### src/common/pbh_defs.svh
// Constants for the primary bus hold and release logic
`ifndef PBH_DEFS_SVH
`define PBH_DEFS_SVH
`define PBH_PH_DIV 4'h2
`define PBH_ADDR_W 24
`define PBH_DATA_W 32
`endif

### src/common/pbh_pkg.sv
// Types for the primary bus hold and release logic
package pbh_pkg;
    typedef enum logic [2:0] {
        PBH_RUN, PBH_QUIET, PBH_FLOAT, PBH_HELD, PBH_LINGER, PBH_RESTORE
    } pbh_state_t;
endpackage

### src/common/pbh_phase_if.sv
// Phase-one clock edge strobes shared between modules
`timescale 1ns/1ps
`default_nettype none
interface pbh_phase_if;
    logic phase_one_clock;
    logic fall;
    logic rise;
    modport gen (output phase_one_clock, output fall, output rise);
    modport use_ (input phase_one_clock, input fall, input rise);
endinterface
`default_nettype wire

### src/rtl/pbh_phase_gen.sv
// Phase-one clock divider with edge strobes
`timescale 1ns/1ps
`default_nettype none
`include "pbh_defs.svh"
module pbh_phase_gen (
    input wire logic clk, // System clock
    input wire logic srst, // Synchronous reset
    pbh_phase_if.gen ph // Phase strobes
);
    logic [3:0] cnt;
    logic [3:0] next_cnt;
    logic lvl;
    logic next_lvl;
    // Half period counter, toggle level at each wrap
    always_comb begin
        next_cnt = cnt + 4'h1;
        next_lvl = lvl;
        if (cnt == `PBH_PH_DIV - 4'h1) begin
            next_cnt = 4'h0;
            next_lvl = ~lvl;
        end
    end
    always_ff @(posedge clk) begin
        if (srst) begin
            cnt <= 4'h0;
            lvl <= 1'b0;
        end else begin
            cnt <= next_cnt;
            lvl <= next_lvl;
        end
    end
    // Strobes mark the last cycle before the level changes
    assign ph.phase_one_clock = lvl;
    assign ph.fall = lvl && (cnt == `PBH_PH_DIV - 4'h1);
    assign ph.rise = !lvl && (cnt == `PBH_PH_DIV - 4'h1);
endmodule
`default_nettype wire

### src/rtl/pbh_hold_ctrl.sv
// Primary bus hold handshake and bus float control
`timescale 1ns/1ps
`default_nettype none
`include "pbh_defs.svh"
module pbh_hold_ctrl (
    input wire logic clk, // System clock
    input wire logic srst, // Synchronous reset
    input wire logic hold_req_n, // Async hold request pin
    input wire logic hold_override, // Control bit, refuses hold
    input wire logic core_req, // Core bus request
    input wire logic core_wr, // Request is a write
    input wire logic [`PBH_ADDR_W-1:0] core_addr, // Core address
    input wire logic [`PBH_DATA_W-1:0] core_wdata, // Core write data
    output logic core_stall, // Core must wait
    output logic phase_one_clock, // Phase-one clock out
    output logic bus_hold_grant_n, // Hold acknowledge, active low
    output logic bus_strobe_n, // Strobe out, active low
    output logic bus_strobe_oe_n, // Strobe enable, low drives
    output logic bus_rw, // Read high, write low
    output logic bus_rw_oe_n, // Read/write enable, low drives
    output logic [`PBH_ADDR_W-1:0] bus_addr, // Address out
    output logic bus_addr_oe_n, // Address enable, low drives
    output logic [`PBH_DATA_W-1:0] bus_data, // Data out
    output logic bus_data_oe_n // Data enable, low drives
);
    import pbh_pkg::*;
    pbh_phase_if ph ();
    pbh_phase_gen u_phase (
        .clk(clk),
        .srst(srst),
        .ph(ph)
    );
    assign phase_one_clock = ph.phase_one_clock;

    // Two stage synchroniser; only stage two is read
    logic req_meta;
    logic req_sync;
    always_ff @(posedge clk) begin
        if (srst) begin
            req_meta <= 1'b0;
            req_sync <= 1'b0;
        end else begin
            req_meta <= ~hold_req_n;
            req_sync <= req_meta;
        end
    end

    // Override beats the request, late set-up costs one phase edge
    logic want_hold;
    assign want_hold = req_sync && !hold_override;

    pbh_state_t state;
    pbh_state_t next_state;
    logic grant_n;
    logic next_grant_n;
    logic strobe_n;
    logic next_strobe_n;
    logic ctl_oe_n;
    logic next_ctl_oe_n;
    logic addr_oe_n;
    logic next_addr_oe_n;
    logic data_oe_n;
    logic next_data_oe_n;
    logic posted;
    logic next_posted;
    logic [`PBH_ADDR_W-1:0] post_addr;
    logic [`PBH_ADDR_W-1:0] next_post_addr;
    logic [`PBH_DATA_W-1:0] post_data;
    logic [`PBH_DATA_W-1:0] next_post_data;
    logic xfer_rw;
    logic next_xfer_rw;
    logic [`PBH_ADDR_W-1:0] xfer_addr;
    logic [`PBH_ADDR_W-1:0] next_xfer_addr;
    logic [`PBH_DATA_W-1:0] xfer_data;
    logic [`PBH_DATA_W-1:0] next_xfer_data;

    logic bus_free;
    assign bus_free = (state == PBH_RUN);

    // Hold sequencer, every pin change lands on a phase edge
    always_comb begin
        next_state = state;
        next_grant_n = grant_n;
        next_ctl_oe_n = ctl_oe_n;
        next_addr_oe_n = addr_oe_n;
        next_data_oe_n = data_oe_n;
        unique case (state)
            PBH_RUN: begin
                // Strobe is forced high by the core block at this same edge
                if (want_hold && ph.fall) begin
                    next_state = PBH_QUIET;
                end
            end
            PBH_QUIET: begin
                // Strobe already high; float control and address drivers on next fall
                if (hold_override) begin
                    next_state = PBH_RESTORE;
                end else if (ph.fall) begin
                    next_ctl_oe_n = 1'b1;
                    next_addr_oe_n = 1'b1;
                    next_grant_n = 1'b0;
                    next_state = PBH_FLOAT;
                end
            end
            PBH_FLOAT: begin
                if (ph.rise) begin
                    next_data_oe_n = 1'b1;
                    next_state = PBH_HELD;
                end
            end
            PBH_HELD: begin
                // Grant held one full period past request release
                if (ph.fall && (hold_override || !req_sync)) begin
                    next_state = hold_override ? PBH_RESTORE : PBH_LINGER;
                end
            end
            PBH_LINGER: begin
                // One full period of grant after the release was seen, then hand back
                if (ph.fall) begin
                    next_grant_n = 1'b1;
                    next_addr_oe_n = 1'b0;
                    next_ctl_oe_n = 1'b0;
                    next_data_oe_n = 1'b0;
                    next_state = PBH_RUN;
                end
            end
            PBH_RESTORE: begin
                if (ph.fall) begin
                    next_grant_n = 1'b1;
                    next_addr_oe_n = 1'b0;
                    next_ctl_oe_n = 1'b0;
                    next_data_oe_n = 1'b0;
                    next_state = PBH_RUN;
                end
            end
        endcase
    end
    // Sequencer registers; reset leaves every driver enabled
    always_ff @(posedge clk) begin
        if (srst) begin
            state <= PBH_RUN;
            grant_n <= 1'b1;
            ctl_oe_n <= 1'b0;
            addr_oe_n <= 1'b0;
            data_oe_n <= 1'b0;
        end else begin
            state <= next_state;
            grant_n <= next_grant_n;
            ctl_oe_n <= next_ctl_oe_n;
            addr_oe_n <= next_addr_oe_n;
            data_oe_n <= next_data_oe_n;
        end
    end

    // Core side: one posted write during hold, then stall
    logic take_now;
    logic take_post;
    always_comb begin
        // A pending hold blocks new transfers, so none is lost at the handover
        take_now = core_req && bus_free && !posted && !want_hold;
        take_post = core_req && !bus_free && core_wr && !posted;
        core_stall = core_req && !take_now && !take_post;
        next_posted = posted;
        next_post_addr = post_addr;
        next_post_data = post_data;
        next_xfer_rw = xfer_rw;
        next_xfer_addr = xfer_addr;
        next_xfer_data = xfer_data;
        // Strobe idles high, so entering hold always finds it inactive
        next_strobe_n = 1'b1;
        if (take_post) begin
            next_posted = 1'b1;
            next_post_addr = core_addr;
            next_post_data = core_wdata;
        end
        // Drain the posted write first once the bus is back
        if (bus_free && posted && !want_hold) begin
            next_posted = 1'b0;
            next_xfer_rw = 1'b0;
            next_xfer_addr = post_addr;
            next_xfer_data = post_data;
            next_strobe_n = 1'b0;
        end else if (take_now) begin
            next_xfer_rw = !core_wr;
            next_xfer_addr = core_addr;
            next_xfer_data = core_wdata;
            next_strobe_n = 1'b0;
        end
    end
    // Transfer registers; strobe low lasts one clock per transfer
    always_ff @(posedge clk) begin
        if (srst) begin
            strobe_n <= 1'b1;
            posted <= 1'b0;
            post_addr <= '0;
            post_data <= '0;
            xfer_rw <= 1'b1;
            xfer_addr <= '0;
            xfer_data <= '0;
        end else begin
            strobe_n <= next_strobe_n;
            posted <= next_posted;
            post_addr <= next_post_addr;
            post_data <= next_post_data;
            xfer_rw <= next_xfer_rw;
            xfer_addr <= next_xfer_addr;
            xfer_data <= next_xfer_data;
        end
    end

    // Pins come straight from registers, so they never glitch
    assign bus_hold_grant_n = grant_n;
    assign bus_strobe_n = strobe_n;
    assign bus_strobe_oe_n = ctl_oe_n;
    assign bus_rw = xfer_rw;
    assign bus_rw_oe_n = ctl_oe_n;
    assign bus_addr = xfer_addr;
    assign bus_addr_oe_n = addr_oe_n;
    assign bus_data = xfer_data;
    assign bus_data_oe_n = data_oe_n;
endmodule
`default_nettype wire

### config.mk
export PLATFORM = sky130hd
export DESIGN_NAME = pbh_hold_ctrl
export DESIGN_NICKNAME = d
export VERILOG_FILES = /design/src/common/pbh_pkg.sv /design/src/common/pbh_phase_if.sv /design/src/rtl/pbh_phase_gen.sv /design/src/rtl/pbh_hold_ctrl.sv
export VERILOG_INCLUDE_DIRS = /design/src /design/src/common
export SDC_FILE = /design/constraint.sdc
export NUM_CORES = 1
export LEC_CHECK = 0
export ABC_AREA = 1
export ABC_CLOCK_PERIOD_IN_PS = 1800
export BUFFER_PORTS_ARGS = -buffer_cell sky130_fd_sc_hd__buf_2
export CAP_MARGIN = 20
export CELL_PAD_IN_SITES_DETAIL_PLACEMENT = 0
export CELL_PAD_IN_SITES_GLOBAL_PLACEMENT = 1
export CORE_MARGIN = 8
export CORE_UTILIZATION = 38
export CTS_CLUSTER_SIZE = 8
export DETAILED_ROUTE_END_ITERATION = 10
export GPL_ROUTABILITY_DRIVEN = 0
export HOLD_SLACK_MARGIN = 0.15
export PLACE_DENSITY = 0.78
export SYNTH_ARGS = -nofsm -noshare
export SYNTH_HDL_FRONTEND = slang
export SYNTH_SLANG_ARGS = --single-unit
### constraint.sdc
create_clock -name clk -period 1.8 [get_ports clk]
set_clock_uncertainty 0.05 [all_clocks]
set_input_delay 0.09 -clock clk [delete_from_list [all_inputs] [get_ports clk]]
set_output_delay 0.09 -clock clk [all_outputs]
set_load 0.05 [all_outputs]
==> impl_metrics.ini, run 1 <==
[outcome]
outcome = finished clean

[clock_tree]
cts_post_setup_buffers_inserted = 0
cts_root_buffer = clkbuf_16
clock_path_buffers = 2
cts_buffers = 17
cts.sinks = 128
cts_tree = done
path_clk_slew_ps = 50
cts_max_level = 4
clk_latency_ps = 410

[timing]
slew_headroom_pct = 68.3
min_period_ps = 1750
timing.fmax_ghz = 0.572
worst_slew_pin_slew_ps = 476
tns_ps = 0
hold_viol = 0
min_period_over_period_pct = 97.1
final_max_slew_viol_count = 0
setup_viol = 0

[setup_path]
cp.depth = 9
critPathLaunchType = input pin
required_ps = 1660
crit_buf_inv = 6
crit_arrival_ps = 1610
worstSetupEndpointType = output port
critical_path.most_common_cell = inv_1
reg2reg_from = u_phase.cnt[0]
cp_slowest_stage_delay_ps = 530
cp_slowest_cell = dlygate4sd3_1
worstPathCellList = dlygate4sd3_1, buf_2, inv_1, nor2_1, buf_4, nand3_4, inv_1, nor3_2, buf_6
r2r_slack_ps = 160
path_class = in2out
critPathMaxFanout = 4
r2r_end = state[2]
crit_start = core_req
crit_family = buffers and inverters
ff2ff_path_depth = 8

[power]
p_leak_nw = 3.21
switchingPower_mw = 2.07
seq_power_share_pct = 38.9
p_int_mw = 5.73
sw_frac_of_total_pct = 26.5
combPwrFrac_pct = 14.8
p_clk_share_pct = 46.3
power_density_mw_per_mm2 = 1070
peakVddDrop_mv = 0.706

[global_routing]
grt_max_degree = 58
antenna_found_initial = 0
grt_remaining_overflow = 0
grt_pass1_vias = 5010
grt_usage_pct = 16.7
grt_pass1_wl_um = 24300

[min_path]
hold_end = req_sync
worstHoldPathCells = 2
hp-start = req_meta
hold_class = reg2reg

[job]
cap_violations = 0

[yosys]
synth_xor_xnor_area_share_pct = 0.167
yosys_warnings = 0
synth-seq-cells = 128
syn_area_per_cell_um2 = 7.28
synth_fp_nets = 787
yosys.area_share.simple_pct = 17.8
syn_inst = 723
ys_types = 26
syn-cell-area_mm2 = 0.00526
ys_seq_area_share_pct = 48.7
async_flop_share_pct = 0
synth_edf_count = 0
synthFlopType = dfxtp_1
synth_compound_area_share_pct = 22.7
synth-adder-area-share_pct = 0.476
synth.area.mux_share_pct = 0
synth_top_family_by_area = compound AO/OA/AOI/OAI gates

[cells_and_area]
finalNonFillerCells = 1086
antenna_cells = 0
finalNetCount = 957
drive_above_1_share_pct = 21.4
final_cell_mix = nand2_1 (192), dfxtp_1 (126), buf_2 (125)
areaGrowthSynthToFinish_pct = 38.9
mostFrequentLayoutCell = nand2_1

[floorplanning]
die_w_um = 134
start_util_pct = 38.3
die_height_um = 134
core.rowCount = 43
coreArea_mm2 = 0.0137
die-area_mm2 = 0.0179
io_pins = 127

[detailed_routing]
detail_route.vias_per_cell = 4.76
dr.pass1.iters = 4
drt_iter0_drc = 282
routed_wl_um = 14900
routedWlPerCell_um = 13.7
dr_total_vias = 5174
antenna_left = 0
drt_drc_violations_left = 0

[placement]
dp_hpwl_um = 9010
io_buffers = 126
dp_cells = 991
[sequential cells by signal, summed over array words and instances, names as in the netlist]
name	count
posted	1
u_phase.ph.phase_one_clock	1
post_data	32
state	3
bus_addr	24
req_sync	1
post_addr	24
bus_data_oe_n	1
bus_rw	1
u_phase.cnt	4
req_meta	1
bus_hold_grant_n	1
bus_strobe_n	1
bus_addr_oe_n	1
bus_data	32
[kinds of logic (layout without fill, tap and decap cells)]
logic type,after synthesis,count (layout)
flops,128,128
buf+inv,124,307
compound gates,232,232
simple gates,236,236
xor+xnor,1,1
fa+ha+maj,2,2
[synthesized netlist by cell type (6+ instances only)]
cell	instances	area share (%)
nand3_1	6	0.57
inv_1	69	4.9
dfxtp_1	128	49
nor2_1	26	1.9
buf_2	11	1.0
clkbuf_1	28	2.0
o21ai_0	111	11
buf_4	7	1.0
a21oi_1	112	11
nand2_1	193	14
[power groups by stage]
stage               registers (mW)  logic, mW  clock network (mW)
finish                        3.03       1.15                3.61
global route                  3.05       1.26                3.80
CTS                           3.03       1.14                3.69
detailed placement            3.09       1.03                   0
global placement              3.09       1.02                   0
floorplan                     3.41      0.405                   0
[per-stage QoR]
step | hold WS [ps] | worst slack [ps] | instance area (um2) | power [mW] | util [%]
final | 355 | 52.6 | 7310 | 7.80 | 53.3
after detailed placement | 197 | 65.7 | 6020 | 4.12 | 43.9
after CTS | 362 | 22.0 | 7260 | 7.86 | 53.0
after global routing | 378 | -20.6 | 7310 | 8.11 | 53.3
after global placement | 192 | 143 | 6020 | 4.11 | 43.9
after floorplan | 107 | 127 | 5270 | 3.81 | -
[area by class of cell]
type,count,area [um2]
clock inverter,10,159
multi-input combinational,471,2190
fill,1319,6410
inverter,73,277
tap,180,225
timing repair buffer,202,1430
sequential,128,2560
clock buffer,22,464
[tightest hold or removal path, stage by stage, from the launching register on]
cell	delay, ps
dfxtp_1	290
inv_1	40
nor2_1	30
[worst max-delay path by stage]
stage | endpoint
floorplan | core_stall
global placement | bus_addr[17]
detailed placement | bus_data[13]
CTS | core_stall
global route | state[2]
finish | core_stall
[routing by layer]
layer  global-route usage, %  vias to the layer above  wire length, um
met2                    27.9                      108             7210
met4                    6.55                        0              200
li1                        -                     2666                -
met3                    5.01                       17              707
met1                    19.7                     2383             6750
met5                       0                        -                0
[timing repair]
item,in CTS,in global routing
hold endpoints to repair,121,0
gates cloned,0,1
hold buffers,62,0
pin swaps,0,0
endpoints found under the setup margin,1,50
gates resized for setup,1,9
Power figures use the tool's default switching activity.
==> run 2, diff against run 1 <==
--- a/config.mk
+++ b/config.mk
@@ -6,7 +6,6 @@
 export SDC_FILE = /design/constraint.sdc
 export NUM_CORES = 1
 export LEC_CHECK = 0
-export ABC_AREA = 1
 export ABC_CLOCK_PERIOD_IN_PS = 1800
 export BUFFER_PORTS_ARGS = -buffer_cell sky130_fd_sc_hd__buf_2
 export CAP_MARGIN = 20
@@ -18,7 +17,7 @@
 export DETAILED_ROUTE_END_ITERATION = 10
 export GPL_ROUTABILITY_DRIVEN = 0
 export HOLD_SLACK_MARGIN = 0.15
-export PLACE_DENSITY = 0.78
+export PLACE_DENSITY = 0.76
 export SYNTH_ARGS = -nofsm -noshare
 export SYNTH_HDL_FRONTEND = slang
 export SYNTH_SLANG_ARGS = --single-unit
==> run 2 against run 1 <==
The flow now finishes with violations (negative setup slack); setup slack got worse by 84 ps; final area rose by 3.8%; critical path depth fell by 4; global-route usage rose by 1.1 points; synthesized cell count fell by 1.7%; sequential cell count did not move; synthesized area rose by 2.9%; critical endpoint unchanged.
==> impl_metrics.ini, run 2 <==
[detailed_routing]
routedWlPerCell_um = 15.5
antenna_left = 0
detail_route.vias_per_cell = 5.11
dr.pass1.iters = 4
drt_drc_violations_left = 0
drt_iter0_drc = 282
dr_total_vias = 5494
routed_wl_um = 16700

[outcome]
violations = negative setup slack
outcome = complete, but fails checks

[setup_path]
ff2ff_path_depth = 6
crit_family = simple AND/OR/NAND/NOR gates
crit_buf_inv = 1
crit_arrival_ps = 1690
cp_slowest_stage_delay_ps = 430
critPathLaunchType = register
critPathMaxFanout = 5
r2r_slack_ps = 20
crit_end = core_stall
required_ps = 1660
worstPathCellList = or3_4, nand4_1, nand2_2, a21oi_4, buf_6
crit_start = state[2]
cp.depth = 5
cp_slowest_cell = or3_4
reg2reg_from = state[2]
worstSetupEndpointType = output port
path_class = reg2out
r2r_end = bus_data[22]

[floorplanning]
io_pins = 127
die-area_mm2 = 0.0183
die_w_um = 135
start_util_pct = 39.0
die_height_um = 135
core.rowCount = 43
coreArea_mm2 = 0.0139

[clock_tree]
clock_path_buffers = 2
path_clk_slew_ps = 60
cts_root_buffer = clkbuf_16
cts_tree = done
cts_buffers = 17
clk_latency_ps = 410
cts_max_level = 4
cts.sinks = 128

[power]
seq_power_share_pct = 30.6
p_clk_share_pct = 27.2
switchingPower_mw = 5.16
sw_frac_of_total_pct = 41.6
combPwrFrac_pct = 42.2
p_int_mw = 7.24
p_leak_nw = 3.12
peakVddDrop_mv = 1.14
power_density_mw_per_mm2 = 1630
power.total_mw = 12.4

[placement]
place_ws_ps = 68.9
dp_cells = 976
io_buffers = 126
dp_hpwl_um = 10300

[yosys]
synth_top_cell_area_share_pct = 47.3
yosysMostFrequentCell = nand2_1
ys_seq_area_share_pct = 47.3
synth_fp_nets = 775
syn_inst = 711
async_flop_share_pct = 0
synth_common_cells = nand2_1 (173), dfxtp_1 (128), nor2_1 (121)
syn_area_per_cell_um2 = 7.61
synth-seq-cells = 128
syn-cell-area_mm2 = 0.00541
ys_types = 36
synth_top_cell_by_area = dfxtp_1
yosys_warnings = 0
synthFlopType = dfxtp_1
yosys-top-cells-area = dfxtp_1 (47%), nand2_1 (12%), nor2_1 (8.4%)
synth_edf_count = 0

[cells_and_area]
finalNonFillerCells = 1075
areaGrowthSynthToFinish_pct = 40.2
finalNetCount = 945
final_cell_mix = nand2_1 (172), dfxtp_1 (126), buf_2 (124)
final_core_util_pct = 54.7
mostFrequentLayoutCell = nand2_1
drive_above_1_share_pct = 24.8

[timing]
setup_viol = 1
timing.fmax_ghz = 0.546
setup_ws_ps = -31.8
worst_slew_pin_slew_ps = 629
rsz0062_at_grt = yes
min_period_over_period_pct = 102
min_period_ps = 1830
holdWs_ps = 250
hold_viol = 0
final_max_slew_viol_count = 0
slew_headroom_pct = 57.5

[global_routing]
grt_max_degree = 47
grt_usage_pct = 17.8
grt_pass1_wl_um = 26400
antenna_found_initial = 0
grt_remaining_overflow = 0
grt_pass1_vias = 5376

[min_path]
hold_class = in2reg
worstHoldPathCells = 5

[job]
cap_violations = 0
[run 2: cell count changes after synthesis, moves of 5 or more]
cell and change:
nor2_1 +95, inv_1 -62, o21ai_0 -50, a21oi_1 -47
a211oi_1 +38, nand2_1 -20, a211oi_2 +19, clkbuf_1 +10
nand3_1 -5
[run 2: layout make-up]
| cell class | instances | area (um2) |
|---|---|---|
| diodes | 1 | 2.50 |
| clock buffers | 28 | 547 |
| clock inverters | 4 | 45.0 |
| fillers | 1312 | 6290 |
| inverters | 7 | 26.3 |
| multi-input cells | 512 | 2600 |
| flip-flops and latches | 128 | 2560 |
| well taps | 180 | 225 |
| repair buffers | 215 | 1580 |
[run 2: routing by layer]
layer | global-route usage [%] | up-vias | routed length (um)
li1 | - | 2710 | -
met1 | 20.9 | 2610 | 7340
met2 | 29.9 | 152 | 7980
met3 | 5.23 | 22 | 1070
met4 | 7.34 | 0 | 297
met5 | 0 | - | 0
[run 2: kinds of logic after synthesis]
logic type	synth area share [%]
and+or+nand+nor	23.3
AOI/OAI and AO/OA	22.6
buffers and inverters	5.80
adders and majority gates	0.462
DFF	47.3
xor gates and xnor gates	0.486
[run 2: metrics by stage]
stage / cell area, um2 / TNS (ps)
5_1_grt: 7590 / -351
2_1_floorplan: 5430 / -62.2
6_report: 7590 / -31.8
3_3_place_gp: 6250 / 0
4_1_cts: 7470 / -58.8
3_5_place_dp: 6250 / 0
[run 2: power by group through the flow]
| stage | sequential, mW | combinational, mW | clock, mW |
|---|---|---|---|
| 2_1_floorplan | 5.32 | 2.14 | 0 |
| 3_3_place_gp | 3.83 | 4.82 | 0 |
| 3_5_place_dp | 3.85 | 4.92 | 0 |
| 4_1_cts | 3.80 | 5.04 | 3.44 |
| 5_1_grt | 3.87 | 5.64 | 3.58 |
| 6_report | 3.80 | 5.23 | 3.37 |
[run 2: how the worst min path moves through the flow]
stage,endpoint,startpoint,slack (ps)
4_1_cts,bus_addr[23],core_req,240
5_1_grt,bus_strobe_n,core_req,270
3_5_place_dp,req_meta,hold_req_n,190
3_3_place_gp,req_meta,hold_req_n,190
6_report,bus_strobe_n,core_req,250
2_1_floorplan,req_meta,hold_req_n,110
[run 2: what timing repair did]
item	CTS	global route
pin swaps	3	13
gates resized for setup	2	12
buffers inserted	1	2
hold endpoints to repair	120	0
hold buffers	61	0
gates cloned	0	2
setup endpoints to repair	1	10
[run 2: worst reg2reg max path, delay by kind of cell, from the launching register on]
| kind | cells | cell delay (ps) |
|---|---|---|
| DFF | 1 | 310 |
| AOI/OAI and AO/OA | 1 | 200 |
| buffers and inverters | 2 | 360 |
| and+or+nand+nor | 3 | 760 |
